## config.mk

```make
export PLATFORM = sky130hd
export DESIGN_NAME = eicx_top
export DESIGN_NICKNAME = d
export VERILOG_FILES = /design/src/eicx_pkg.sv /design/src/eicx_top.sv /design/src/eicx_shadow.sv
export SDC_FILE = /design/constraint.sdc
export NUM_CORES = 1
export LEC_CHECK = 0
export BUFFER_PORTS_ARGS = -buffer_cell sky130_fd_sc_hd__buf_2
export CELL_PAD_IN_SITES_DETAIL_PLACEMENT = 1
export CELL_PAD_IN_SITES_GLOBAL_PLACEMENT = 2
export CORE_MARGIN = 2
export CORE_UTILIZATION = 31
export CTS_BUF_LIST = sky130_fd_sc_hd__clkbuf_2
export CTS_CLUSTER_SIZE = 25
export DETAILED_ROUTE_END_ITERATION = 10
export GPL_TIMING_DRIVEN = 0
export PLACE_DENSITY = 0.83
export SLEW_MARGIN = 10
export SYNTH_ARGS = -nofsm -noshare
export SYNTH_HDL_FRONTEND = slang
export SYNTH_SLANG_ARGS = --single-unit
```

## constraint.sdc

```tcl
create_clock -name ref_clk -period 2.19 [get_ports ref_clk]
set_input_delay 0.438 -clock ref_clk [delete_from_list [all_inputs] [get_ports ref_clk]]
set_output_delay 0.438 -clock ref_clk [all_outputs]
set_load 0.02 [all_outputs]
```

## src/eicx_pkg.sv

```systemverilog
// Constants, field layouts and carrier types for the external pin
// interrupt and context save block.
// Assumes an 8-bit core with a 12-bit banked data address space.
package eicx_pkg;

	// ------------------------------------------------------------------
	// Widths
	// ------------------------------------------------------------------
	localparam int ADDR_W = 12;
	localparam int DATA_W = 8;
	localparam int PC_W   = 15;
	localparam int SH_NUM = 8;
	localparam int SH_IW  = 3;

	// ------------------------------------------------------------------
	// Register addresses
	// ------------------------------------------------------------------
	localparam logic [ADDR_W-1:0] ADDR_INT_CONTROL = 12'h00B;
	localparam logic [ADDR_W-1:0] ADDR_PERIPHERAL_FLAGS_TWO        = 12'h012;
	localparam logic [ADDR_W-1:0] ADDR_PERIPHERAL_ENABLE_TWO        = 12'h092;
	localparam logic [ADDR_W-1:0] ADDR_EDGE_CTRL   = 12'h095;
	localparam logic [4:0]        SHADOW_BANK      = 5'h1F;
	localparam logic [6:0]        SHADOW_BASE      = 7'h64;

	// ------------------------------------------------------------------
	// Field positions
	// ------------------------------------------------------------------
	localparam int GIE_BIT  = 7;
	localparam int PERIPH_INT_ENABLE_BIT = 6;
	localparam int EXT_INT_ENABLE_BIT = 4;
	localparam int EXT_INT_FLAG_BIT = 1;
	localparam int EDGE_BIT = 6;
	localparam int EV_EDGE  = 0;
	localparam int EV_WAKE  = 1;
	localparam int EV_ENTRY = 2;
	localparam int EV_EXIT  = 3;

	// ------------------------------------------------------------------
	// Masks and reset values
	// ------------------------------------------------------------------
	localparam logic [DATA_W-1:0] INT_CONTROL_REG_WMASK  = 8'hD0;
	localparam logic [DATA_W-1:0] EDGE_WMASK    = 8'h40;
	localparam logic [DATA_W-1:0] EV_MASK       = 8'h0F;
	localparam logic [DATA_W-1:0] STATUS_KEEP   = 8'hE7;
	localparam logic [DATA_W-1:0] INT_CONTROL_REG_RST    = 8'h00;
	localparam logic [DATA_W-1:0] EDGE_RST      = 8'h40;
	localparam logic [DATA_W-1:0] ZERO_BYTE     = 8'h00;

	// ------------------------------------------------------------------
	// Carriers
	// ------------------------------------------------------------------
	typedef struct packed {
		logic [ADDR_W-1:0] addr;
		logic [DATA_W-1:0] wdata;
		logic              wr;
		logic              rd;
	} eicx_bus_req_t;

	// Lowest byte is shadow index 0
	typedef struct packed {
		logic [DATA_W-1:0] w_acc;
		logic [DATA_W-1:0] status;
		logic [DATA_W-1:0] bank_select_reg;
		logic [DATA_W-1:0] ptr0_lo;
		logic [DATA_W-1:0] ptr0_hi;
		logic [DATA_W-1:0] ptr1_lo;
		logic [DATA_W-1:0] ptr1_hi;
		logic [DATA_W-1:0] pc_high_latch;
	} eicx_ctx_t;

	typedef enum logic [1:0] {
		ST_RUN,
		ST_HALT,
		ST_WAKE_STEP,
		ST_ISR
	} eicx_state_t;

endpackage

```

## src/eicx_top.sv

```systemverilog
// External pin interrupt, wake control and context save for an 8-bit core.
// Assumes the core reports halt, retired instructions and return from
// interrupt as signals on ref_clk; the pin is asynchronous.
`timescale 1ns/1ps

module eicx_top
	import eicx_pkg::*;
(
	input  wire logic              ref_clk,
	input  wire logic              rstn,
	input  wire eicx_bus_req_t     bus_req,
	output logic [DATA_W-1:0]      bus_rdata,
	input  wire logic              ext_int_pin,
	input  wire logic              halt_active,
	input  wire logic              instr_retire,
	input  wire logic              isr_return,
	input  wire logic [PC_W-1:0]   ret_pc,
	input  wire eicx_ctx_t         live_ctx,
	output logic                   wake_req,
	output logic                   vector_req,
	output logic                   push_valid,
	output logic [PC_W-1:0]        push_pc,
	output logic                   restore_valid,
	output eicx_ctx_t              restore_ctx,
	output logic                   irq
);

	// ------------------------------------------------------------------
	// Pin synchroniser and edge filter
	// ------------------------------------------------------------------
	// Three stages, registered below with the rest; the level only moves
	// once stages two and three agree, so a one-cycle glitch is dropped
	logic pin_s1_reg, pin_s2_reg, pin_s3_reg;
	logic pin_lvl_reg, pin_lvl_next;
	logic edge_hit;

	// ------------------------------------------------------------------
	// Registers and control state
	// ------------------------------------------------------------------
	eicx_state_t       state_reg, state_next;
	logic [DATA_W-1:0] int_control_reg_reg, int_control_reg_next;
	logic [DATA_W-1:0] edge_reg, edge_next;
	logic [DATA_W-1:0] peripheral_enable_two_reg, peripheral_enable_two_next;
	logic [DATA_W-1:0] peripheral_flags_two_reg, peripheral_flags_two_next;
	logic [DATA_W-1:0] rdata_reg, rdata_next;
	logic              irq_reg, irq_next;
	logic              wake_reg, wake_next;
	logic              vec_reg, vec_next;
	logic              push_v_reg, push_v_next;
	logic [PC_W-1:0]   push_pc_reg, push_pc_next;
	logic              rest_v_reg, rest_v_next;
	eicx_ctx_t         rest_ctx_reg, rest_ctx_next;
	eicx_ctx_t         shadow_ctx;
	logic              entry;
	logic              take_int;
	logic              wake_src;
	logic              sh_hit;
	logic [SH_IW-1:0]  sh_idx;
	logic [6:0]        sh_off;
	logic [DATA_W-1:0] ev;

	// Shadow window decode in bank 31
	always_comb
	begin
		sh_off = bus_req.addr[6:0] - SHADOW_BASE;
		sh_idx = sh_off[SH_IW-1:0];
		sh_hit = (bus_req.addr[ADDR_W-1:7] == SHADOW_BANK)
		      && (bus_req.addr[6:0] >= SHADOW_BASE)
		      && (sh_off < 7'(SH_NUM));
	end

	eicx_shadow u_shadow (
		.ref_clk    (ref_clk),
		.rstn       (rstn),
		.capture    (entry),
		.live_ctx   (live_ctx),
		.sw_wr      (bus_req.wr && sh_hit),
		.sw_idx     (sh_idx),
		.sw_wdata   (bus_req.wdata),
		.shadow_ctx (shadow_ctx)
	);

	// Interrupt decisions from registered state
	always_comb
	begin
		// Pin path is the only wake source: its flag is set through the ref_clk synchroniser
		wake_src = int_control_reg_reg[EXT_INT_FLAG_BIT] && int_control_reg_reg[EXT_INT_ENABLE_BIT];
		take_int = wake_src && int_control_reg_reg[GIE_BIT];
		case (state_reg)
			ST_RUN:       entry = take_int;
			ST_WAKE_STEP: entry = take_int && instr_retire;
			default:      entry = 1'b0;
		endcase
	end

	// Next values of every register except the three pin synchroniser stages
	always_comb
	begin
		pin_lvl_next  = (pin_s2_reg == pin_s3_reg) ? pin_s3_reg : pin_lvl_reg;
		edge_hit      = (pin_lvl_next != pin_lvl_reg)
		             && (edge_reg[EDGE_BIT] ? pin_lvl_next
		                                    : !pin_lvl_next);
		state_next    = state_reg;
		int_control_reg_next   = int_control_reg_reg;
		edge_next     = edge_reg;
		peripheral_enable_two_next     = peripheral_enable_two_reg;
		peripheral_flags_two_next     = peripheral_flags_two_reg;
		rdata_next    = ZERO_BYTE;
		wake_next     = 1'b0;
		vec_next      = 1'b0;
		push_v_next   = 1'b0;
		push_pc_next  = push_pc_reg;
		rest_v_next   = 1'b0;
		rest_ctx_next = rest_ctx_reg;
		ev            = ZERO_BYTE;

		// Software access first, so hardware updates below take priority
		if (bus_req.wr)
		begin
			case (bus_req.addr)
				ADDR_INT_CONTROL:
				begin
					int_control_reg_next = (int_control_reg_reg & ~INT_CONTROL_REG_WMASK)
					            | (bus_req.wdata & INT_CONTROL_REG_WMASK);
					// Flag is write one to clear
					if (bus_req.wdata[EXT_INT_FLAG_BIT])
						int_control_reg_next[EXT_INT_FLAG_BIT] = 1'b0;
				end
				ADDR_EDGE_CTRL: edge_next = bus_req.wdata & EDGE_WMASK;
				ADDR_PERIPHERAL_ENABLE_TWO:      peripheral_enable_two_next = bus_req.wdata & EV_MASK;
				ADDR_PERIPHERAL_FLAGS_TWO:      peripheral_flags_two_next = peripheral_flags_two_reg & ~bus_req.wdata;
				default:        ;
			endcase
		end
		if (bus_req.rd)
		begin
			if (sh_hit)
				rdata_next = shadow_ctx[sh_idx*DATA_W +: DATA_W];
			else
			begin
				case (bus_req.addr)
					ADDR_INT_CONTROL: rdata_next = int_control_reg_reg;
					ADDR_EDGE_CTRL:   rdata_next = edge_reg;
					ADDR_PERIPHERAL_ENABLE_TWO:        rdata_next = peripheral_enable_two_reg;
					ADDR_PERIPHERAL_FLAGS_TWO:        rdata_next = peripheral_flags_two_reg;
					default:          rdata_next = ZERO_BYTE;
				endcase
			end
		end

		// Valid edge sets the flag whatever the enables; set beats clear
		if (edge_hit)
		begin
			int_control_reg_next[EXT_INT_FLAG_BIT] = 1'b1;
			ev[EV_EDGE]           = 1'b1;
		end

		// Core sequencing
		case (state_reg)
			ST_RUN:
			begin
				// Halt level lags the wake pulse a cycle; no false re-halt
				if (!take_int && halt_active && !wake_reg)
					state_next = ST_HALT;
			end
			ST_HALT:
			begin
				if (wake_src)
				begin
					wake_next     = 1'b1;
					ev[EV_WAKE]   = 1'b1;
					// Vector only with global enable, else plain resume
					state_next    = int_control_reg_reg[GIE_BIT] ? ST_WAKE_STEP
					                                    : ST_RUN;
				end
			end
			ST_WAKE_STEP:
			begin
				// Enables may have dropped while waiting for the retire
				if (instr_retire && !take_int)
					state_next = ST_RUN;
			end
			ST_ISR:
			begin
				if (isr_return)
				begin
					rest_v_next            = 1'b1;
					rest_ctx_next          = shadow_ctx;
					int_control_reg_next[GIE_BIT]   = 1'b1;
					ev[EV_EXIT]            = 1'b1;
					state_next             = ST_RUN;
				end
			end
			default: state_next = ST_RUN;
		endcase

		// Entry: flag is left alone, only global enable drops
		if (entry)
		begin
			vec_next             = 1'b1;
			push_v_next          = 1'b1;
			push_pc_next         = ret_pc;
			int_control_reg_next[GIE_BIT] = 1'b0;
			ev[EV_ENTRY]         = 1'b1;
			state_next           = ST_ISR;
		end

		peripheral_flags_two_next = peripheral_flags_two_next | ev;
		irq_next  = |(peripheral_flags_two_next & peripheral_enable_two_next);
	end

	always_ff @(posedge ref_clk or negedge rstn)
	begin
		if (!rstn)
		begin
			pin_s1_reg   <= 1'b0;
			pin_s2_reg   <= 1'b0;
			pin_s3_reg   <= 1'b0;
			pin_lvl_reg  <= 1'b0;
			state_reg    <= ST_RUN;
			int_control_reg_reg   <= INT_CONTROL_REG_RST;
			edge_reg     <= EDGE_RST;
			peripheral_enable_two_reg     <= ZERO_BYTE;
			peripheral_flags_two_reg     <= ZERO_BYTE;
			rdata_reg    <= ZERO_BYTE;
			irq_reg      <= 1'b0;
			wake_reg     <= 1'b0;
			vec_reg      <= 1'b0;
			push_v_reg   <= 1'b0;
			push_pc_reg  <= '0;
			rest_v_reg   <= 1'b0;
			rest_ctx_reg <= '0;
		end
		else
		begin
			pin_s1_reg   <= ext_int_pin;
			pin_s2_reg   <= pin_s1_reg;
			pin_s3_reg   <= pin_s2_reg;
			pin_lvl_reg  <= pin_lvl_next;
			state_reg    <= state_next;
			int_control_reg_reg   <= int_control_reg_next;
			edge_reg     <= edge_next;
			peripheral_enable_two_reg     <= peripheral_enable_two_next;
			peripheral_flags_two_reg     <= peripheral_flags_two_next;
			rdata_reg    <= rdata_next;
			irq_reg      <= irq_next;
			wake_reg     <= wake_next;
			vec_reg      <= vec_next;
			push_v_reg   <= push_v_next;
			push_pc_reg  <= push_pc_next;
			rest_v_reg   <= rest_v_next;
			rest_ctx_reg <= rest_ctx_next;
		end
	end

	// ------------------------------------------------------------------
	// Outputs, all registered
	// ------------------------------------------------------------------
	assign bus_rdata     = rdata_reg;
	assign irq           = irq_reg;
	assign wake_req      = wake_reg;
	assign vector_req    = vec_reg;
	assign push_valid    = push_v_reg;
	assign push_pc       = push_pc_reg;
	assign restore_valid = rest_v_reg;
	assign restore_ctx   = rest_ctx_reg;

	// ------------------------------------------------------------------
	// Checks
	// ------------------------------------------------------------------
	a_flag_on_edge: assert property (@(posedge ref_clk) disable iff (!rstn)
		edge_hit |=> int_control_reg_reg[EXT_INT_FLAG_BIT])
		else $error("flag missed a valid edge");
	a_rise_edge: assert property (@(posedge ref_clk) disable iff (!rstn)
		(edge_reg[EDGE_BIT] && !pin_lvl_reg && pin_lvl_next) |-> edge_hit)
		else $error("rising edge not taken");
	a_fall_edge: assert property (@(posedge ref_clk) disable iff (!rstn)
		(!edge_reg[EDGE_BIT] && pin_lvl_reg && !pin_lvl_next) |-> edge_hit)
		else $error("falling edge not taken");
	a_vector_gated: assert property (@(posedge ref_clk) disable iff (!rstn)
		$rose(vector_req) |-> $past(int_control_reg_reg[GIE_BIT])
		&& $past(int_control_reg_reg[EXT_INT_ENABLE_BIT]) && $past(int_control_reg_reg[EXT_INT_FLAG_BIT]))
		else $error("vector without flag and enables");
	a_push_pc: assert property (@(posedge ref_clk) disable iff (!rstn)
		entry |=> push_valid && vector_req && push_pc == $past(ret_pc))
		else $error("return address not pushed on entry");
	a_restore_ctx: assert property (@(posedge ref_clk) disable iff (!rstn)
		(state_reg == ST_ISR && isr_return)
		|=> restore_valid && restore_ctx == $past(shadow_ctx))
		else $error("context not restored from shadow");
	a_wake_retire: assert property (@(posedge ref_clk) disable iff (!rstn)
		(state_reg == ST_WAKE_STEP && !instr_retire) |=> !vector_req)
		else $error("vector before post-halt instruction");
	a_wake_gie: assert property (@(posedge ref_clk) disable iff (!rstn)
		(state_reg == ST_HALT && wake_src && !int_control_reg_reg[GIE_BIT])
		|=> wake_req && state_reg == ST_RUN)
		else $error("wake without global enable must resume");
	a_flag_kept: assert property (@(posedge ref_clk) disable iff (!rstn)
		(entry && !bus_req.wr) |=> int_control_reg_reg[EXT_INT_FLAG_BIT])
		else $error("flag cleared by vectoring");
	a_wake_pin: assert property (@(posedge ref_clk) disable iff (!rstn)
		wake_req |-> $past(int_control_reg_reg[EXT_INT_ENABLE_BIT]))
		else $error("wake from a disabled source");

	c_wake_vector: cover property (@(posedge ref_clk) disable iff (!rstn)
		wake_req ##[1:20] vector_req);
	c_run_entry: cover property (@(posedge ref_clk) disable iff (!rstn)
		vector_req ##[1:50] restore_valid);
	c_plain_wake: cover property (@(posedge ref_clk) disable iff (!rstn)
		wake_req && state_reg == ST_RUN);

endmodule

```

## src/eicx_shadow.sv

```systemverilog
// Shadow copies of the core context, saved on interrupt entry.
// Assumes capture and software write come from logic on ref_clk.
`timescale 1ns/1ps

module eicx_shadow
	import eicx_pkg::*;
(
	input  wire logic              ref_clk,
	input  wire logic              rstn,
	input  wire logic              capture,
	input  wire eicx_ctx_t         live_ctx,
	input  wire logic              sw_wr,
	input  wire logic [SH_IW-1:0]  sw_idx,
	input  wire logic [DATA_W-1:0] sw_wdata,
	output eicx_ctx_t              shadow_ctx
);

	// ------------------------------------------------------------------
	// Shadow storage
	// ------------------------------------------------------------------
	eicx_ctx_t sh_reg;
	eicx_ctx_t sh_next;

	// Capture wins over a software write in the same cycle
	always_comb
	begin
		sh_next = sh_reg;
		if (capture)
		begin
			sh_next        = live_ctx;
			sh_next.status = live_ctx.status & STATUS_KEEP;
		end
		else if (sw_wr)
			sh_next[sw_idx*DATA_W +: DATA_W] = sw_wdata;
	end

	always_ff @(posedge ref_clk or negedge rstn)
	begin
		if (!rstn)
			sh_reg <= '0;
		else
			sh_reg <= sh_next;
	end

	assign shadow_ctx = sh_reg;

	// ------------------------------------------------------------------
	// Checks
	// ------------------------------------------------------------------
	a_status_masked: assert property (@(posedge ref_clk) disable iff (!rstn)
		capture |=> (sh_reg.status & ~STATUS_KEEP) == ZERO_BYTE)
		else $error("saved status keeps timeout or power-down bit");

	a_capture_acc: assert property (@(posedge ref_clk) disable iff (!rstn)
		capture |=> sh_reg.w_acc == $past(live_ctx.w_acc))
		else $error("accumulator not saved on entry");

endmodule

```

# Word-level counts from Yosys, hierarchy flattened
# Cells that the tools add are included.
word_totals:
  register_bits: 186
  latch_bits: 0
  ramBits: 0
  mem_bits_ro: 0
  input_bits: 107
  elab_cells: 115
  mem_count: 0
op_classes:
  addsub: 2
  n_mul: 0
  div_mod_pow: 0
  magnitude_cmp: 2
  eq_ne: 14
  shift: 3
  mux: 33
  bitwise_logic: 5
  n_reduce_logical: 23
ops:
  columns: ["op", "n"]
  rows:
  - ["$mux W64", 2]
  - ["$bwmux W64", 1]
  - ["$mux W8", 8]
  - ["$shift A8 B34 Y64 const A", 1]
  - ["$shiftx A64 B7 Y8", 1]
  - ["$shiftx A8 B34 Y64", 1]
  - ["$neg A6 Y34", 1]
  - ["$pmux W8 S4", 1]
  - ["$eq A12 B8 Y1 const B", 2]
  - ["$and A8 B8 Y8", 2]
  - ["$mux W1", 13]
  - ["$eq A12 B4 Y1 const B", 1]
  - ["$eq A12 B5 Y1 const B", 1]
  - ["$mux W2", 6]
  - ["$ne A3 B3 Y1 const B", 4]
  - ["$logic_and A1 B1 Y1", 10]
  - ["$not A8 Y8", 1]
  - ["$or A6 B8 Y8", 1]
  - ["$or A8 B4 Y8", 1]
  - ["$pmux W2 S4", 1]
  - ["$reduce_and A2 Y1", 4]
  - ["$reduce_or A8 Y1", 1]
  - ["$ge A7 B7 Y1 const B", 1]
  - ["$lt A7 B4 Y1 const B", 1]
  - ["11 further kinds", 16]

# Longest topological paths before layout
logic_depth:
  depth_word: 9
  mapped_depth: 11

# By module
# A second synthesis with hierarchy kept.
unflattened:
  cells_unflattened: 765
  hier_area_um2: 8330.5
modules_own_cells:
  columns: ["module", "n_inst", "cells_each", "area_per_inst_um2", "seq_area_each_um2"]
  rows:
  - ["eicx_top", 1, 506, 5251.3, 2954.1]
  - ["eicx_shadow", 1, 259, 3079.2, 1601.5]

# Least setup slack after synthesis
# Ideal clock, no wire load.
synth_path:
  path_kind: "input-to-reg"
  startpoint: "input bus_req[11] in the netlist's numbering"
  endpoint: "register u_shadow.sh_reg (netlist bit u_shadow.shadow_ctx[7])"
  setup_ns: 0.139
  arrival_time_ns: 2.548
  required_ns: 2.051
  slack_ns: -0.497
  stages: 10
  n_path_buf: 3
  cell_sequence: "clkbuf_1 clkbuf_1 inv_1 ha_1 ha_1 nor4b_1 nand4b_1 clkbuf_1 mux2i_1 o21ai_0"
synth_via:
  elab_chain_cells: 6
  elab_cells_between_ends: 13
  classes_between: "add/sub: 2; order compare: 2; shift: 2; mux: 3; reduce/logical: 4"
synth_lines:
  columns: ["item", "line", "text"]
  rows:
  - ["start, declared", "eicx_top.sv:11", "input wire eicx_bus_req_t bus_req,"]
  - ["$sub A7 B7 Y7", "eicx_top.sv:65", "sh_off = bus_req.addr[6:0] - SHADOW_BASE;"]
  - ["$neg A6 Y34", "eicx_shadow.sv:34", "sh_next[sw_idx*DATA_W +: DATA_W] = sw_wdata;"]
  - ["$shiftx A8 B34 Y64 or $shift A8 B34 Y64 (tied branches)", "eicx_shadow.sv:34", null]
  - ["$bwmux W64", "eicx_shadow.sv:34", null]
  - ["$mux W64", "eicx_shadow.sv:33", "else if (sw_wr)"]
  - ["$mux W64", "eicx_shadow.sv:28", "if (capture)"]
  - ["end signal, assigned", "eicx_shadow.sv:42", "sh_reg <= sh_next;"]
  - ["end, declared", "eicx_shadow.sv:21", "eicx_ctx_t sh_reg;"]
# Several ways; a longest one is shown, not always the timed one. The select of a mux whose other input is x is not followed.
# A chain may end at the register's enable or synchronous reset.

# Final worst setup path
layout_path:
  startpoint: "register int_control_reg_reg[4]"
  endpoint: "register push_pc_reg[11] (netlist: push_pc[11])"
layout_via:
  elab_chain_cells: 4
layout_lines:
  columns: ["item", "line", "text"]
  rows:
  - ["start, declared", "eicx_top.sv:41", "logic [DATA_W-1:0] int_control_reg_reg, int_control_reg_next;"]
  - ["start signal, assigned", "eicx_top.sv:241", "int_control_reg_reg <= int_control_reg_next;"]
  - ["$logic_and A1 B1 Y1 (*)", "eicx_top.sv:87", "wake_src = int_control_reg_reg[EXT_INT_FLAG_BIT] && int_control_reg_reg[EXT_INT_ENABLE_BIT];"]
  - ["$logic_and A1 B1 Y1 (*)", "eicx_top.sv:88", "take_int = wake_src && int_control_reg_reg[GIE_BIT];"]
  - ["$logic_and A1 B1 Y1", "eicx_top.sv:91", "ST_WAKE_STEP: entry = take_int && instr_retire;"]
  - ["$pmux W1 S2 (*)", "eicx_top.sv:89", "case (state_reg)"]
  - ["end signal, assigned", "eicx_top.sv:250", "push_pc_reg <= push_pc_next;"]
  - ["end, declared", "eicx_top.sv:50", "logic [PC_W-1:0] push_pc_reg, push_pc_next;"]
# Mark *: on every way between the ends. The rest lies on a longest branch, timed or not.

==> flow_metrics.env <==
export IMPL_routed_via_count=7252
export IMPL_p_per_area_mw_per_mm2=707.0
export IMPL_cp_cell_sequence="nand3_1 > a211oi_4 > clkbuf_8 > clkbuf_4 > clkbuf_4 > mux2_2"
export IMPL_max_cap_viol_count=0
export IMPL_synth_distinct_cells=53
export IMPL_die_area_mm2=0.02800
export IMPL_grt_max_degree=105
export IMPL_power_frac_seq_pct=53.1
export IMPL_dp_cells=1297
export IMPL_cts_max_path_buffers=2
export IMPL_dr_pass1_iters=8
export IMPL_start_util_pct=31.65
export IMPL_avgViaCountPerCell=5.103
export IMPL_crit_path_frequent_cell="clkbuf_4"
export IMPL_synth_top_cell_by_area="dfrtp_1"
export IMPL_die_w_um=167.3
export IMPL_path_class="reg2reg"
export IMPL_combPwrFrac_pct=25.1
export IMPL_yosys_warnings=0
export IMPL_drcViolationCount=28
export IMPL_synthToLayoutAreaGrowth_pct=33.62
export IMPL_synthCells=771
export IMPL_drtIter0Drc=500
export IMPL_irDropWorstVdd_mv=0.2295
export IMPL_power_frac_clock_pct=21.8
export IMPL_num_fill_cells=2989
export IMPL_synth_edff_count=0
export IMPL_cp_arrival_ps=2800
export IMPL_syn_area_mm2=0.008270
export IMPL_syn_nets=887
export IMPL_gp_congestion=0.8586
export IMPL_ant_nets=0
export IMPL_finalNetCount=1186
export IMPL_synth_common_cells="228 x nand2_1, 181 x dfrtp_1, 55 x and2_1"
export IMPL_grt_pass1_vias=7815
export IMPL_drive_above_1_share_pct=29.46
export IMPL_synthXorXnorAreaFrac_pct=0
export IMPL_setup_viol=0
export IMPL_routedWlPerCell_um=21.26
export IMPL_rows=59
export IMPL_syn_avg_cell_area_um2=10.73
export IMPL_worst_endpoint_required_ps=2910
export IMPL_synth_simple_area_share_pct=19.12
export IMPL_min_path_type="in2reg"
export IMPL_slowest_delay_ps=470
export IMPL_seq_area_frac_synth_pct=55.08
export IMPL_violations="DRC"
export IMPL_cp_end_kind="register"
export IMPL_ioPinCount=199
export IMPL_cts_sinks=182
export IMPL_htreeDepth=4
export IMPL_period_minus_slack_ps=2083
export IMPL_die_y_um=167.3
export IMPL_power_share_switching_pct=35.81
export IMPL_coreArea_mm2=0.02613
export IMPL_final_cells=1421
export IMPL_worstMarginPinSlew_ps=794.5
export IMPL_synthAdderAreaFrac_pct=1.483
export IMPL_hold_violations=0
export IMPL_synthMostInstantiatedCell="nand2_1"
export IMPL_synth_top_family_by_area="simple AND/OR/NAND/NOR gates"
export IMPL_drt_wl_total_um=30220
export IMPL_overflow=0
export IMPL_whs_ps=133.8
export IMPL_ys_top_cells_by_area="dfrtp_1 55%, nand2_1 10%, a221o_1 5.6%"
export IMPL_clock_fmax_mhz=480.1
export IMPL_synth_compound_area_share_pct=10.57
export IMPL_p_leak_nw=5.414
export IMPL_antenna_found_initial=3
export IMPL_worstSkewPairLatency_ps=820
export IMPL_power_w=0.007813
export IMPL_async_reset_ff_share_pct=100.0
export IMPL_switching_power_w=0.002798
export IMPL_cts_root_buffer="clkbuf_2"
export IMPL_crit_family="buffers and inverters"
export IMPL_synth_area_mux_share_pct=10.98
export IMPL_critPathBufInv=3
export IMPL_port_buffers=190
export IMPL_critPathSlowestCell="dfrtp_1"
export IMPL_p_int_w=0.005015
export IMPL_cts_tree="built"
export IMPL_cts_made_buffers=17
export IMPL_start_kind="register"
export IMPL_synth_top_cell_area_share_pct=54.77
export IMPL_cts_clk_slew_worst_paths_ps=270
export IMPL_max_slew_margin_rel_pct=47.03
export IMPL_synth_main_ff_cell="dfrtp_1"
export IMPL_grt_pass1_wl_um=46470
export IMPL_crit_fanout=10
export IMPL_hpwl_um=21390
export IMPL_fin_crit_sh_pct=95.10
export IMPL_finalClockSkew_ps=64.96
export IMPL_synth_seq_cells=182
export IMPL_status="finished, violations left"
export IMPL_slew_violations=0
export IMPL_gr_usage_all_layers_pct=21.91
-- placed cells by master, fill, tap and decap left out, drive strengths merged, types with 3 or more instances in the layout --
| master | count |
|---|---|
| nand2 | 228 |
| buf | 208 |
| dfrtp | 181 |
| dlygate4sd3 | 85 |
| and2 | 56 |
| clkbuf | 53 |
| a221o | 46 |
| mux2i | 30 |
| o21ai | 24 |
| mux2 | 22 |
| mux4 | 16 |
| nor2 | 14 |
| inv | 10 |
| ha | 9 |
| a21oi | 8 |
| a31oi | 8 |
| nand3 | 7 |
| nand4 | 6 |
| clkinv | 6 |
| a21o | 5 |
| or3 | 4 |
| nand2b | 4 |
| o22ai | 4 |
| nand4b | 4 |
| clkinvlp | 4 |
| nor4 | 4 |
| diode | 3 |
| a22oi | 3 |
| o21a | 3 |
| a21boi | 3 |
| nor3 | 3 |
-- power groups by stage --
| stage | Combinational [W] | Clock, W | Sequential (W) |
|---|---|---|---|
| 6_report | 0.00196 | 0.00171 | 0.00415 |
| 5_1_grt | 0.00213 | 0.00185 | 0.00422 |
| 4_1_cts | 0.00196 | 0.00174 | 0.00415 |
| 3_5_place_dp | 0.00184 | 0 | 0.00421 |
| 3_3_place_gp | 0.00179 | 0 | 0.00419 |
| 2_1_floorplan | 0.000554 | 0 | 0.00464 |
-- per-layer routing --
metal	GRT usage, %	part of all wire [%]	vias up
met5	0	0.023	-
met4	9.565	3.9	2
met3	2.742	4.4	59
met2	36.42	49	227
met1	28.88	43	3659
li1	-	-	3305
-- worst min-delay path, cell delays in order --
cell and delay, ps:
buf_2 150, nor4_1 120, nand3_1 90, a21o_1 110
-- timing repair --
action                                 4_1_cts  5_1_grt
setup buffers                                6        0
endpoints found under the hold margin      166        0
pin swaps                                    2        1
hold buffers                                85        0
resized for setup                           15       20
setup endpoints to repair                   83       60
-- through the flow --
stage | util (%) | setup slack [ps] | area, µm² | TNS, ps
5_1_grt | 42.28 | -8.765 | 11050 | -8.765
6_report | 42.29 | 107.3 | 11050 | 0
4_1_cts | 42.05 | 6.132 | 10990 | 0
3_3_place_gp | 37.49 | -2401 | 9797 | -507240
2_1_floorplan | - | -270.4 | 8427 | -5486
3_5_place_dp | 37.63 | -1384 | 9834 | -78690
-- cell families (layout without fill, tap and decap cells) --
kind of cell / after synthesis / in the layout
muxes: 68 / 68
AOI/OAI and AO/OA: 112 / 112
buffers and inverters: 55 / 367
DFF: 182 / 182
adders and majority gates: 10 / 10
other: 0 / 3
and+or+nand+nor: 344 / 344
-- final timing paths --
path	startpoint	end	slack [ps]	cells after the start
max	int_control_reg_reg[4]	push_pc[11]	110	6
min	bus_req[15]	int_control_reg_reg[1]	130	4
max reg2reg	int_control_reg_reg[4]	push_pc[11]	110	6
min reg2reg	pin_s1_reg	pin_s2_reg	390	0
max in group asynchronous	rstn	peripheral_enable_two_reg[3]	1020	3
min in group asynchronous	rstn	restore_ctx[35]	150	2
-- area by class of cell --
class                   instances  area (µm²)  share of cell area, %
repair buffers                282        1887                  17.07
diodes                          3       7.507                0.06793
well taps                     335       419.2                  3.793
plain buffers                  45       249.0                  2.253
multi-input cells             534        3675                  33.25
flip-flops and latches        182        4556                  41.23
clock buffers                  19       95.09                 0.8605
clock inverters                13       123.9                  1.121
inverters                       8       38.79                 0.3510
Note: power is estimated with default switching activity, not from simulation.
